File: src/bat_defs.svh
// ----------------------------------------------------------------------------
// ----------------------------------------------------------------------------
`ifndef BAT_DEFS_SVH
`define BAT_DEFS_SVH

// ----------------------------------------------------------------------------
// I/O offsets (low eight address bits)
// ----------------------------------------------------------------------------
`define BAT_UPPER_BASE_OFS 8'h38
`define BAT_BANK_BASE_OFS 8'h39
`define BAT_AREA_BOUND_OFS 8'h3a

// ----------------------------------------------------------------------------
// Fields and reset values
// ----------------------------------------------------------------------------
`define BAT_UPPER_START_MSB 7
`define BAT_UPPER_START_LSB 4
`define BAT_BANK_START_MSB 3
`define BAT_BANK_START_LSB 0
`define BAT_AREA_BOUND_RST 8'hf0
`define BAT_UPPER_BASE_RST 8'h00
`define BAT_BANK_BASE_RST 8'h00
`define BAT_PAGE_BITS 12
`define BAT_PADDR_RST 20'h00000
`define BAT_RDATA_RST 8'h00
`define BAT_UNMAPPED_RD 8'h00

`endif

File: src/bat_pkg.sv
package bat_pkg;

    typedef enum logic [1:0] {
        BAT_CYC_IDLE,
        BAT_CYC_MEM,
        BAT_CYC_IO,
        BAT_CYC_DMA
    } bat_cyc_t;

    typedef enum {
        BAT_REG_LOWER,
        BAT_REG_BANK,
        BAT_REG_UPPER
    } bat_region_t;

    // One bus cycle request from the core
    typedef struct packed {
        logic [1:0] kind;
        logic [15:0] laddr;
        logic [19:0] dma_addr;
    } bat_req_t;

    // I/O register access from the core
    typedef struct packed {
        logic wr;
        logic rd;
        logic [7:0] addr;
        logic [7:0] wdata;
    } bat_io_t;

    typedef struct packed {
        logic [7:0] area_bound;
        logic [7:0] upper_base;
        logic [7:0] bank_base;
    } bat_regs_t;

endpackage : bat_pkg

File: src/bat_map.sv
`timescale 1ns/100ps
`include "bat_defs.svh"

// Pure combinational page mapper
module bat_map
    import bat_pkg::*;
(
    // Configuration
    input wire bat_regs_t regs_i,
    // Logical address in
    input wire logic [15:0] laddr_i,
    // Physical address out
    output logic [19:0] paddr_o
);

    logic [3:0] page;
    logic [3:0] upper_start;
    logic [3:0] bank_start;
    logic [7:0] base;
    logic [7:0] sum;

    assign page = laddr_i[15:12];
    assign upper_start = regs_i.area_bound[`BAT_UPPER_START_MSB:`BAT_UPPER_START_LSB];
    assign bank_start = regs_i.area_bound[`BAT_BANK_START_MSB:`BAT_BANK_START_LSB];

    always_comb
    begin
        if (page >= upper_start)
        begin
            base = regs_i.upper_base;
        end
        else if (page >= bank_start)
        begin
            base = regs_i.bank_base;
        end
        else
        begin
            base = 8'h00;
        end
        sum = base + {4'h0, page};
        paddr_o = {sum, laddr_i[`BAT_PAGE_BITS-1:0]};
    end

endmodule : bat_map

File: src/bat_top.sv
`timescale 1ns/100ps
`include "bat_defs.svh"

module bat_top
    import bat_pkg::*;
#(
    parameter int PADDR_W = 20
)
(
    // Clock and reset
    input wire logic clk_i,
    input wire logic rst_b_i,
    // Bus cycle from the core
    input wire bat_req_t req_i,
    // I/O register access
    input wire bat_io_t io_i,
    // Outputs
    output logic [19:0] paddr_o,
    output logic paddr_vld_o,
    output logic [7:0] rdata_o,
    output logic rdata_vld_o
);

    // ------------------------------------------------------------------------
    // Elaboration checks
    // ------------------------------------------------------------------------
    // The mapper forms eight page bits beside a twelve-bit offset; any other
    // bus width would need a different adder and output stage
    if (PADDR_W != 20)
    begin : g_chk
        $error("bat_top serves only a 20-bit physical bus");
    end

    // Page compare and relocation both assume 4KB pages
    if (`BAT_PAGE_BITS != 12)
    begin : g_chk_page
        $error("bat_top serves only 4KB pages");
    end

    // ------------------------------------------------------------------------
    // Register decode
    // ------------------------------------------------------------------------
    // One-hot select: bit 2 area boundary, bit 1 upper base, bit 0 bank base.
    // The full low address byte is compared, so aliases are refused.
    function automatic logic [2:0] reg_sel(input logic [7:0] addr);
        logic [2:0] sel;
        sel = 3'h0;
        case (addr)
            `BAT_AREA_BOUND_OFS:
            begin
                sel = 3'h4;
            end
            `BAT_UPPER_BASE_OFS:
            begin
                sel = 3'h2;
            end
            `BAT_BANK_BASE_OFS:
            begin
                sel = 3'h1;
            end
            default:
            begin
                sel = 3'h0;
            end
        endcase
        return sel;
    endfunction : reg_sel

    // Read mux over the stored registers; unmapped offsets return a fixed value
    function automatic logic [7:0] reg_value(input logic [2:0] sel, input bat_regs_t regs);
        logic [7:0] val;
        val = `BAT_UNMAPPED_RD;
        if (sel[2])
        begin
            val = regs.area_bound;
        end
        else if (sel[1])
        begin
            val = regs.upper_base;
        end
        else if (sel[0])
        begin
            val = regs.bank_base;
        end
        return val;
    endfunction : reg_value

    logic [2:0] wr_sel;
    logic [2:0] rd_sel;

    assign wr_sel = io_i.wr ? reg_sel(io_i.addr) : 3'h0;
    assign rd_sel = reg_sel(io_i.addr);

    // ------------------------------------------------------------------------
    // Translation registers
    // ------------------------------------------------------------------------
    bat_regs_t regs_q;
    bat_regs_t regs_d;

    always_comb
    begin
        regs_d = regs_q;
        if (wr_sel[2])
        begin
            regs_d.area_bound = io_i.wdata;
        end
        if (wr_sel[1])
        begin
            regs_d.upper_base = io_i.wdata;
        end
        if (wr_sel[0])
        begin
            regs_d.bank_base = io_i.wdata;
        end
    end

    // A write lands at the edge that takes it; the mapper reads the stored
    // value, so a cycle taken at that same edge still sees the old map
    always_ff @(posedge clk_i or negedge rst_b_i)
    begin
        if (!rst_b_i)
        begin
            regs_q.area_bound <= `BAT_AREA_BOUND_RST;
            regs_q.upper_base <= `BAT_UPPER_BASE_RST;
            regs_q.bank_base <= `BAT_BANK_BASE_RST;
        end
        else
        begin
            regs_q <= regs_d;
        end
    end

    // ------------------------------------------------------------------------
    // Register read port
    // ------------------------------------------------------------------------
    logic [7:0] rdata_d;
    logic [7:0] rdata_q;
    logic rdata_vld_d;
    logic rdata_vld_q;

    // Data follows the addressed register every cycle; only the valid pulse
    // marks the cycle in which it answers a read
    always_comb
    begin
        rdata_d = reg_value(rd_sel, regs_q);
        rdata_vld_d = io_i.rd;
    end

    always_ff @(posedge clk_i or negedge rst_b_i)
    begin
        if (!rst_b_i)
        begin
            rdata_q <= `BAT_RDATA_RST;
            rdata_vld_q <= 1'b0;
        end
        else
        begin
            rdata_q <= rdata_d;
            rdata_vld_q <= rdata_vld_d;
        end
    end

    // ------------------------------------------------------------------------
    // Address path
    // ------------------------------------------------------------------------
    logic [19:0] mapped;
    logic [19:0] paddr_d;
    logic [19:0] paddr_q;
    logic vld_d;
    logic vld_q;

    bat_map u_map (
        .regs_i(regs_q),
        .laddr_i(req_i.laddr),
        .paddr_o(mapped)
    );

    always_comb
    begin
        paddr_d = paddr_q;
        vld_d = 1'b1;
        case (bat_cyc_t'(req_i.kind))
            BAT_CYC_MEM:
            begin
                paddr_d = mapped;
            end
            BAT_CYC_IO:
            begin
                paddr_d = {4'h0, req_i.laddr};
            end
            BAT_CYC_DMA:
            begin
                paddr_d = req_i.dma_addr;
            end
            default:
            begin
                // Idle holds the bus, so the far side sees no stray change
                paddr_d = paddr_q;
                vld_d = 1'b0;
            end
        endcase
    end

    // Output registered for the flop-driven bus; the core presents the address
    // one cycle ahead so no wait state is added
    always_ff @(posedge clk_i or negedge rst_b_i)
    begin
        if (!rst_b_i)
        begin
            paddr_q <= `BAT_PADDR_RST;
            vld_q <= 1'b0;
        end
        else
        begin
            paddr_q <= paddr_d;
            vld_q <= vld_d;
        end
    end

    // ------------------------------------------------------------------------
    // Outputs
    // ------------------------------------------------------------------------
    assign paddr_o = paddr_q;
    assign paddr_vld_o = vld_q;
    assign rdata_o = rdata_q;
    assign rdata_vld_o = rdata_vld_q;

endmodule : bat_top

File: config.mk
export PLATFORM = sky130hd
export DESIGN_NAME = bat_top
export DESIGN_NICKNAME = d
export VERILOG_FILES = /design/src/bat_pkg.sv /design/src/bat_map.sv /design/src/bat_top.sv
export VERILOG_INCLUDE_DIRS = /design/src /design/src/src
export SDC_FILE = /design/constraint.sdc
export NUM_CORES = 1
export LEC_CHECK = 0
export BUFFER_PORTS_ARGS = -buffer_cell sky130_fd_sc_hd__buf_2
export CORE_MARGIN = 2
export CORE_UTILIZATION = 56
export DETAILED_ROUTE_END_ITERATION = 16
export PLACE_DENSITY = 0.89
export SLEW_MARGIN = 20
export SYNTH_ARGS = -nofsm -noshare
export SYNTH_HDL_FRONTEND = slang
export SYNTH_SLANG_ARGS = --single-unit
File: constraint.sdc
create_clock -name clk_i -period 7.6 [get_ports clk_i]
set_input_delay 1.52 -clock clk_i [delete_from_list [all_inputs] [get_ports clk_i]]
set_output_delay 1.52 -clock clk_i [all_outputs]
set_load 0.05 [all_outputs]
==> results of run 1 <==
[Yosys cell counts (all sizes together) (2+ instances only)]
library cell	count
a21o	2
xnor2	2
o21ai	8
nand2b	2
mux2i	20
clkbuf	9
a21oi	29
nor3	5
mux2	23
and3	3
nor2	21
nand2	6
a211oi	12
dfrtp	50
a22o	4
inv	14
dfstp	4
buf	6
a22oi	3
nor2b	15
ha	13
mux4	4
xor2	3
[where the power goes]
part	total [mW]	internal (mW)	leakage, nW	switching (mW)
Sequential	0.317	0.305	0.682	0.0113
Combinational	0.150	0.0539	1.01	0.0958
Clock	0.186	0.0986	0.0524	0.0878
Total	0.653	0.458	1.75	0.195
[layout make-up]
class / count / share of cell area (%)
inverters: 14 / 1.465
flip-flops and latches: 54 / 37.82
repair buffers: 88 / 12.35
multi-input cells: 187 / 42.95
clock inverters: 1 / 0.8374
well taps: 70 / 2.442
clock buffers: 7 / 2.128
[worst register-to-register path, stage by stage (launching register included)]
cell                       delay (ns)
sky130_fd_sc_hd__dfstp_2         0.55
sky130_fd_sc_hd__inv_1           0.05
sky130_fd_sc_hd__ha_1            0.29
sky130_fd_sc_hd__o211ai_1        0.09
sky130_fd_sc_hd__o21ai_1         0.67
sky130_fd_sc_hd__nor3_4          0.19
sky130_fd_sc_hd__a22o_2          0.28
sky130_fd_sc_hd__ha_1            0.28
sky130_fd_sc_hd__a21o_1          0.18
sky130_fd_sc_hd__a21oi_1         0.23
sky130_fd_sc_hd__nor2b_2         0.06
sky130_fd_sc_hd__nor2_1          0.22
sky130_fd_sc_hd__nor2_1          0.08
sky130_fd_sc_hd__o21ai_0         0.17
sky130_fd_sc_hd__o221a_1         0.19
[logic make-up after synthesis]
| group | Yosys count |
|---|---|
| AO/OA/AOI/OAI | 64 |
| AND/OR/NAND/NOR | 57 |
| flip-flops | 54 |
| multiplexers | 47 |
| buffers and inverters | 29 |
| adder cells (fa/ha/maj) | 14 |
| XOR/XNOR | 5 |
[layout by cell type (no fill, tap or decap), drive strengths merged, types with 3 or more instances in the layout]
master	count
nor3	5
a22oi	3
mux4	4
o21ai	8
dfrtp	50
nand2	6
ha	13
a211oi	12
dfstp	4
inv	14
nor2b	15
a21oi	29
mux2	23
mux2i	20
clkbuf	7
nor2	21
and3	3
xor2	3
buf	88
a22o	4
[routing by layer]
metal	GRT usage [%]	up-vias	wire [um]
met5	0	-	0
met4	8.393	0	103
met3	4.302	10	324
met2	39.39	77	3348
met1	29.85	1125	2854
li1	-	1125	-
[flip-flops by register name (all words and copies together) (netlist names)]
register     flops
regs_q          24
paddr_vld_o      1
paddr_o         20
rdata_vld_o      1
rdata_o          8
[per-stage QoR]
| stage | area [um2] | instances | util [%] |
|---|---|---|---|
| floorplan | 3018 | 270 | - |
| global placement | 3480 | 413 | 67.70 |
| finish | 3586 | 421 | 69.77 |
| CTS | 3586 | 421 | 69.77 |
| global route | 3586 | 421 | 69.77 |
| detailed placement | 3480 | 413 | 67.70 |
[worst max path at each step]
stage                             end  slack, ns  cells past startpoint
after floorplan           paddr_o[18]       3.42                     17
after global placement    paddr_o[18]       3.04                     17
after detailed placement  paddr_o[18]       2.87                     17
after CTS                 paddr_o[18]       3.20                     17
after global routing      paddr_o[18]       2.86                     17
final                     paddr_o[18]       3.18                     17
==> impl_metrics.yaml, run 1 <==
run_status:
  outcome: "finished, final reports clean"
critical_path:
  max_stage_delay_ns: 0.50
  element_type_at_the_critical_path_end: "flop"
  timing.critical_path.cells: "buf_2, inv_1, ha_1, nor3b_2, o21ai_1, nor3_4, a22o_2, ha_1, inv_1, fa_1, nor2b_1, o21ai_0, nand2b_1, o21ai_0, a21oi_1, xor2_1, o21ai_1"
  ff2ff_path_depth: 14
  timing.critical_path.required_ns: 7.79
  worst-path-buf-inv: 3
  regToRegSetupSlack_ns: 4.01
  critPathMaxFanout: 11
  crit-reg2reg-launch: "regs_q[23]"
  cpLargestDelayFamily: "simple AND/OR/NAND/NOR gates"
  worst_setup_path_start_kind: "input pin"
  startpoint: "req_i[32]"
  worst-endpoint-arrival_ns: 4.62
  cpMaxStageDelayCell: "sky130_fd_sc_hd__nor3_4"
  rr_endpoint: "paddr_o[17]"
  worstSetupPathType: "input pin to flop"
clocking:
  clock-root-buffer: "sky130_fd_sc_hd__clkbuf_8"
  cts_htree_levels: 2
  cts_buffer_count: 5
  cts_tree: "yes"
  clkTransAtPathRegs_ns: 0.09
  worst_skew_pair.late_latency_ns: 0.30
  cts_post_setup_buffers_inserted: 0
  cts.hold.buffers_added: 0
  post_cts_resize_count: 0
  cts.sink_count: 54
  clock_tree_buf_depth: 2
power:
  total_power_mw: 0.6528
  p_leak_nw: 1.748
  power-per-cell-area_mw_per_mm2: 182.1
  vdd_ir_drop_max_mv: 0.08907
sta:
  clock_skew_ns: 0.008287
  tns_ns: 0
  setup_viol: 0
  hold-worst-slack_ns: 0.5149
  layout_min_cycle_time_ns: 4.423
  final_min_period_over_clock_period_pct: 58.20
  final-max-slew-violation-count: 0
  max_clock_freq_ghz: 0.2261
  slew-limit-headroom_pct: 40.40
  final_hold_violation_count: 0
  final.setup.worst_slack_ns: 3.177
  worst_pin_slew_ns: 0.8940
  setup_repair_after_global_routing_missed_its_margin: "no"
logic_synthesis:
  synth_compound_area_share_pct: 14.22
  yosysSeqAreaShare_pct: 44.94
  area_of_the_mapped_netlist_mm2: 0.003018
  synth_top_area_share_pct: 41.46
  post_synth_inst_count: 270
  synth_top_cells_by_area: "sky130_fd_sc_hd__dfrtp_1, sky130_fd_sc_hd__mux2_2, sky130_fd_sc_hd__mux2i_1"
  post_synth_fa_ha_maj_area_fraction_pct: 6.053
  post_synth_edffs: 0
  yosys-mux-area-fraction_pct: 18.20
  yosys.area.top_type: "sky130_fd_sc_hd__dfrtp_1"
  post_synth_num_cell_types: 44
  yosys.area_share.xor_xnor_pct: 1.451
  synth_top_family_by_area: "multiplexers"
  avgSynthCellArea_um2: 11.18
  synth.net_count: 342
  yosys_warnings: 0
  postSynth.asyncResetShare_pct: 100.0
  dominantRegCellSynth: "sky130_fd_sc_hd__dfrtp_1"
  synth-simple-area-share_pct: 11.11
  yosys_register_bits: 54
grt:
  grt_remaining_overflow: 0
  first_global_vias: 2342
  grt_first_pass_wirelength_mm: 11.07
  track_usage_pct: 23.21
  grt_antenna_before_repair: 0
  maximum_number_of_pins_on_one_net_before_global_route_repair: 55
placed_design:
  pre_cts_slack_ns: 2.870
  routabilityCongestion: 0.8773
  placement.io_buffers: 87
  detailed_place_hpwl_mm: 4.803
detailed_routing:
  via_count: 2337
  post_drt_wl_per_cell_um: 15.75
  vias_per_cell: 5.551
  first_iter_violations: 107
  remaining_drc_errors: 0
  final_wl_mm: 6.630
  final_antenna_net_count: 0
  drt_first_pass_iters: 4
floorplan:
  die_y_um: 77.41
  core_mm2: 0.005140
  die-width_um: 77.41
  io-pin-count: 88
  design.die.area_mm2: 0.005992
  start_util_pct: 58.71
  placementRows: 26
cells_and_area:
  nets: 422
  n_antenna_cell: 0
  sequential_cell_area_mm2: 0.001356
  final_layout_size_suffix_gt1_share_pct: 39.60
  nFillCells: 403
  multi_input_comb_area_mm2: 0.001540
  area.growth.synth_to_final_pct: 18.82
hold_path:
  worst_hold_path.endpoint: "paddr_o[18]"
  hold_path_depth: 2
  min_path_type: "flop to flop"
  worst_hold_path_startpoint: "paddr_o[18]"
flow_run:
  max_cap_viol_count: 0
(Power assumes the default switching activity.)
==> inputs of run 2 (changes only) <==
--- a/config.mk
+++ b/config.mk
@@ -6,11 +6,12 @@
 export SDC_FILE = /design/constraint.sdc
 export NUM_CORES = 1
 export LEC_CHECK = 0
+export ABC_AREA = 1
 export BUFFER_PORTS_ARGS = -buffer_cell sky130_fd_sc_hd__buf_2
 export CORE_MARGIN = 2
-export CORE_UTILIZATION = 56
+export CORE_UTILIZATION = 46
 export DETAILED_ROUTE_END_ITERATION = 16
-export PLACE_DENSITY = 0.89
+export PLACE_DENSITY = 0.8
 export SLEW_MARGIN = 20
 export SYNTH_ARGS = -nofsm -noshare
 export SYNTH_HDL_FRONTEND = slang
==> constraint.sdc (replaced) <==
create_clock -name clk_i -period 4 [get_ports clk_i]
set_input_delay 0.8 -clock clk_i [delete_from_list [all_inputs] [get_ports clk_i]]
set_output_delay 0.8 -clock clk_i [all_outputs]
set_load 0.05 [all_outputs]
==> impl_metrics.yaml, run 2 <==
sta:
  tns_ns: 0
  worst_pin_slew_ns: 0.6058
  setup_repair_after_global_routing_missed_its_margin: "no"
  final_hold_violation_count: 0
  final_min_period_over_clock_period_pct: 82.15
  hold-worst-slack_ns: 0.4800
  max_clock_freq_ghz: 0.3043
  setup_viol: 0
  final-max-slew-violation-count: 0
  final.setup.worst_slack_ns: 0.7138
  slew-limit-headroom_pct: 59.31
  layout_min_cycle_time_ns: 3.286
  clock_skew_ns: 0.006958
logic_synthesis:
  synth_top_cells_by_count: "sky130_fd_sc_hd__nand2_1, sky130_fd_sc_hd__dfrtp_1, sky130_fd_sc_hd__inv_1"
  yosys_register_bits: 54
  post_synth_edffs: 0
  synth_top_area_share_pct: 43.35
  yosysSeqAreaShare_pct: 46.99
  post-synth-top-count-cell: "sky130_fd_sc_hd__nand2_1"
  synth.net_count: 422
  post_synth_num_cell_types: 36
  post_synth_inst_count: 350
  postSynth.asyncResetShare_pct: 100.0
  synth_top_cells_by_area: "sky130_fd_sc_hd__dfrtp_1, sky130_fd_sc_hd__nand2_1, sky130_fd_sc_hd__ha_1"
  area_of_the_mapped_netlist_mm2: 0.002887
  dominantRegCellSynth: "sky130_fd_sc_hd__dfrtp_1"
  yosys.area.top_type: "sky130_fd_sc_hd__dfrtp_1"
  avgSynthCellArea_um2: 8.247
  yosys_warnings: 0
detailed_routing:
  via_count: 2594
  final_wl_mm: 6.667
  drt_first_pass_iters: 4
  final_antenna_net_count: 0
  first_iter_violations: 105
  post_drt_wl_per_cell_um: 13.00
  remaining_drc_errors: 0
  vias_per_cell: 5.057
placed_design:
  routabilityCongestion: 0.9055
  placement.io_buffers: 87
  pre_cts_slack_ns: 0.4328
  detailed_place_hpwl_mm: 5.297
grt:
  grt_remaining_overflow: 0
  grt_first_pass_wirelength_mm: 11.67
  track_usage_pct: 20.33
  maximum_number_of_pins_on_one_net_before_global_route_repair: 50
  first_global_vias: 2530
  grt_antenna_before_repair: 0
power:
  power-per-cell-area_mw_per_mm2: 336.4
  p_leak_nw: 1.759
  vdd_ir_drop_max_mv: 0.2186
clocking:
  cts_htree_levels: 2
  cts.sink_count: 54
  worst_skew_pair.late_latency_ns: 0.30
  cts_buffer_count: 5
  clock-root-buffer: "sky130_fd_sc_hd__clkbuf_8"
  post_cts_resize_count: 0
  cts_tree: "yes"
  clock_tree_buf_depth: 2
  cts_post_setup_buffers_inserted: 0
  cts.hold.buffers_added: 0
  clkTransAtPathRegs_ns: 0.10
cells_and_area:
  n_antenna_cell: 0
  nFillCells: 575
  largest-register: "regs_q"
  largest_register_ff_count: 24
  final_layout_size_suffix_gt1_share_pct: 29.00
  layout_common_cells: "sky130_fd_sc_hd__nand2_1, sky130_fd_sc_hd__buf_2, sky130_fd_sc_hd__dfrtp_1"
  nets: 509
  leading_cell_type_in_the_layout_fill_and_taps_excluded: "sky130_fd_sc_hd__nand2_1"
  area.growth.synth_to_final_pct: 20.42
critical_path:
  timing.critical_path.required_ns: 4.20
  crit-reg2reg-launch: "regs_q[21]"
  worstSetupPathType: "input pin to flop"
  critPathMaxFanout: 8
  rr_endpoint: "paddr_o[18]"
  regToRegSetupSlack_ns: 0.74
  worst_setup_path_start_kind: "input pin"
  worst-endpoint-arrival_ns: 3.49
  element_type_at_the_critical_path_end: "flop"
  ff2ff_path_depth: 17
hold_path:
  min_path_type: "input pin to asynchronous set/reset pin"
flow_run:
  max_cap_viol_count: 0
floorplan:
  start_util_pct: 48.18
  die_y_um: 83.22
  placementRows: 28
  design.die.area_mm2: 0.006925
  core_mm2: 0.005991
  die-width_um: 83.22
  io-pin-count: 88
run_status:
  outcome: "finished, final reports clean"
[run 2: logic make-up after synthesis]
family,after synthesis,synth area share [%]
AND/OR/NAND/NOR,153,23.02
AO/OA/AOI/OAI,69,15.21
buffers and inverters,59,8.149
flip-flops,54,46.99
adder cells (fa/ha/maj),14,6.329
XOR/XNOR,1,0.3035
[run 2: how the worst max path moves through the flow]
stage / slack (ns) / start / endpoint
after floorplan: 0.89 / req_i[35] / paddr_o[18]
after global placement: 0.62 / req_i[33] / paddr_o[18]
after detailed placement: 0.43 / req_i[33] / paddr_o[18]
after CTS: 0.76 / req_i[33] / paddr_o[18]
after global routing: 0.46 / req_i[33] / paddr_o[18]
final: 0.71 / req_i[35] / paddr_o[18]
[run 2: final cells by class]
| cell class | count | area (um2) | share of cell area [%] |
|---|---|---|---|
| Inverter | 50 | 187.7 | 5.400 |
| Multi-Input combinational cell | 237 | 1295 | 37.26 |
| Timing Repair Buffer | 89 | 452.9 | 13.03 |
| Tap cell | 75 | 93.84 | 2.700 |
| Clock buffer | 5 | 68.82 | 1.980 |
| Clock inverter | 3 | 21.27 | 0.6120 |
| Sequential cell | 54 | 1356 | 39.02 |
[run 2: where the power goes]
group	leakage, nW	switching, mW	total (mW)	internal, mW
registers	0.689	0.0200	0.601	0.581
logic	1.03	0.187	0.268	0.0808
clock network	0.0441	0.178	0.301	0.123
total	1.76	0.385	1.17	0.785
[run 2: worst max-delay path, cell delays in order]
cell                       delay, ns
sky130_fd_sc_hd__buf_2          0.13
sky130_fd_sc_hd__ha_1           0.30
sky130_fd_sc_hd__a21oi_1        0.18
sky130_fd_sc_hd__nand2_1        0.09
sky130_fd_sc_hd__nor2_2         0.24
sky130_fd_sc_hd__nand2_1        0.18
sky130_fd_sc_hd__o22ai_1        0.17
sky130_fd_sc_hd__ha_1           0.19
sky130_fd_sc_hd__inv_1          0.05
sky130_fd_sc_hd__fa_1           0.39
sky130_fd_sc_hd__o21ai_0        0.24
sky130_fd_sc_hd__nand3_1        0.15
sky130_fd_sc_hd__nor3_1         0.18
sky130_fd_sc_hd__nand3b_1       0.14
sky130_fd_sc_hd__nand2_1        0.05
[run 2: layer usage]
layer	up-vias	share of wire (%)	global-route usage, %
met1	1182	45	26.95
met3	10	6.4	4.274
met4	0	1.3	4.918
li1	1309	-	-
met5	-	0	0
met2	93	47	34.16
[run 2: per-stage QoR]
step	cells	util (%)	total power, mW	instance area (um2)
3_3_place_gp	505	56.47	0.8735	3383
2_1_floorplan	350	-	0.7865	2887
5_1_grt	513	58.02	1.235	3476
4_1_cts	513	57.98	1.181	3473
6_report	513	58.02	1.169	3476
3_5_place_dp	505	56.47	0.8807	3383
==> inputs of run 3 (changes only) <==
--- a/config.mk
+++ b/config.mk
@@ -9,9 +9,9 @@
 export ABC_AREA = 1
 export BUFFER_PORTS_ARGS = -buffer_cell sky130_fd_sc_hd__buf_2
 export CORE_MARGIN = 2
-export CORE_UTILIZATION = 46
+export CORE_UTILIZATION = 51
 export DETAILED_ROUTE_END_ITERATION = 16
-export PLACE_DENSITY = 0.8
+export PLACE_DENSITY = 0.83
 export SLEW_MARGIN = 20
 export SYNTH_ARGS = -nofsm -noshare
 export SYNTH_HDL_FRONTEND = slang
==> constraint.sdc (replaced) <==
create_clock -name clk_i -period 3.1 [get_ports clk_i]
set_input_delay 0.62 -clock clk_i [delete_from_list [all_inputs] [get_ports clk_i]]
set_output_delay 0.62 -clock clk_i [all_outputs]
set_load 0.05 [all_outputs]
==> impl_metrics.yaml, run 3 (synthesis results as in run 2) <==
run_status:
  outcome: "finished, final reports clean"
grt:
  track_usage_pct: 21.94
  grt_remaining_overflow: 0
  maximum_number_of_pins_on_one_net_before_global_route_repair: 55
  grt_first_pass_wirelength_mm: 10.94
  first_global_vias: 2577
  grt_antenna_before_repair: 0
sta:
  setup_viol: 0
  final_min_period_over_clock_period_pct: 93.36
  max_clock_freq_ghz: 0.3455
  slew-limit-headroom_pct: 56.11
  final-max-slew-violation-count: 0
  layout_min_cycle_time_ns: 2.894
  worst_pin_slew_ns: 0.6584
  final.setup.worst_slack_ns: 0.2059
  final_hold_violation_count: 0
  clock_skew_ns: 0.005595
  hold-worst-slack_ns: 0.4059
  tns_ns: 0
flow_run:
  max_cap_viol_count: 0
power:
  p_leak_nw: 1.785
  total_power_mw: 1.613
  power_switching_mw: 0.4925
  comb_power_share_pct: 21.9
  power-per-cell-area_mw_per_mm2: 456.3
  internal_power_mw: 1.120
  power.share.clock_pct: 30.1
  sequential_power_share_pct: 48.0
  netSwitchingFraction_pct: 30.53
  vdd_ir_drop_max_mv: 0.2451
detailed_routing:
  remaining_drc_errors: 0
  via_count: 2649
  drt_first_pass_iters: 4
  final_wl_mm: 6.679
  vias_per_cell: 5.174
  post_drt_wl_per_cell_um: 13.04
  first_iter_violations: 98
  final_antenna_net_count: 0
cells_and_area:
  final_util_pct: 64.59
  leading_cell_type_in_the_layout_fill_and_taps_excluded: "sky130_fd_sc_hd__nand2_1"
  n_antenna_cell: 0
  multi_input_comb_area_mm2: 0.001319
  layout_common_cells: "sky130_fd_sc_hd__nand2_1, sky130_fd_sc_hd__buf_2, sky130_fd_sc_hd__dfrtp_1"
  area.growth.synth_to_final_pct: 22.45
  final_layout_size_suffix_gt1_share_pct: 30.23
  sequential_cell_area_mm2: 0.001356
  nFillCells: 475
  final-instance-count-excl-fill: 512
  largest_register_ff_count: 24
  nets: 511
  final_cell_area_mm2: 0.003535
  largest-register: "regs_q"
clocking:
  clkTransAtPathRegs_ns: 0.09
  worst_skew_pair.late_latency_ns: 0.31
  cts_buffer_count: 5
  cts.sink_count: 54
  cts_htree_levels: 2
  cts_tree: "yes"
  clock_tree_buf_depth: 2
  cts.hold.buffers_added: 0
  clock-root-buffer: "sky130_fd_sc_hd__clkbuf_8"
critical_path:
  timing.critical_path.cells: "inv_1, ha_1, nand2_1, nor2_1, nor2_2, buf_4, o22ai_2, ha_1, inv_1, fa_1, o21ai_2, nand3_1, nor3_2, nand3b_1, nand2_1"
  element_type_at_the_critical_path_end: "flop"
  worst_setup_path_start_kind: "flop"
  critPathMaxFanout: 7
  cpMaxStageDelayCell: "sky130_fd_sc_hd__dfstp_2"
  max_stage_delay_ns: 0.56
  worstSetupPathType: "flop to flop"
  regToRegSetupSlack_ns: 0.21
  worst-endpoint-arrival_ns: 3.10
  timing.critical_path.required_ns: 3.30
placed_design:
  routabilityCongestion: 0.9009
  detailed_place_hpwl_mm: 5.061
  pre_cts_slack_ns: -0.06537
  placed_cell_area_mm2: 0.003395
  placement.io_buffers: 87
  placedCellCount: 504
floorplan:
  design.die.area_mm2: 0.006277
  start_util_pct: 52.74
  io-pin-count: 88
  die-width_um: 79.23
  die_y_um: 79.23
  core_mm2: 0.005473
  placementRows: 27
hold_path:
  min_path_type: "input pin to asynchronous set/reset pin"
## run 3: final cells by class
type	instances	share of cell area [%]
Clock inverter	1	0.8496
Clock buffer	7	2.442
Inverter	50	5.310
Sequential cell	54	38.37
Multi-Input combinational cell	237	37.31
Timing Repair Buffer	91	13.17
Tap cell	72	2.549
## run 3: critical path, delay by kind of cell (launching register included)
| family | cells | cell delay (ns) |
|---|---|---|
| buffers and inverters | 3 | 0.26 |
| AND/OR/NAND/NOR | 7 | 0.75 |
| flip-flops | 1 | 0.56 |
| AO/OA/AOI/OAI | 2 | 0.32 |
| adder cells (fa/ha/maj) | 3 | 0.89 |
## run 3: routing by layer
layer	up-vias	global-route usage, %	routed length (um)	part of all wire, %
met2	102	38.56	3227	48
met1	1223	27.13	2928	44
met4	0	6.034	85	1.3
met3	12	5.000	437	6.5
li1	1312	-	-	-
met5	-	0	0	0
## run 3: power by group through the flow
stage	Combinational, mW	Sequential (mW)	Clock, mW
after floorplan	0.129	0.886	0
after global placement	0.342	0.785	0
after detailed placement	0.349	0.787	0
after CTS	0.351	0.773	0.495
after global routing	0.389	0.779	0.524
final	0.353	0.775	0.485
## run 3: worst paths after layout
kind,cells after the start,to,start
worst max-delay path,15,paddr_o[18],regs_q[23]
worst min-delay path,2,paddr_o[16],rst_b_i
worst max register to register,15,paddr_o[18],regs_q[23]
worst min register to register,2,paddr_o[17],paddr_o[17]
max in group asynchronous,2,paddr_o[19],rst_b_i
min in group clk_i,1,rdata_vld_o,io_i[16]
## run 3: what timing repair did
item                                    in CTS  in global routing
buffers inserted                             0                  0
endpoints found under the setup margin       0                  4
gates resized for setup                      0                  7
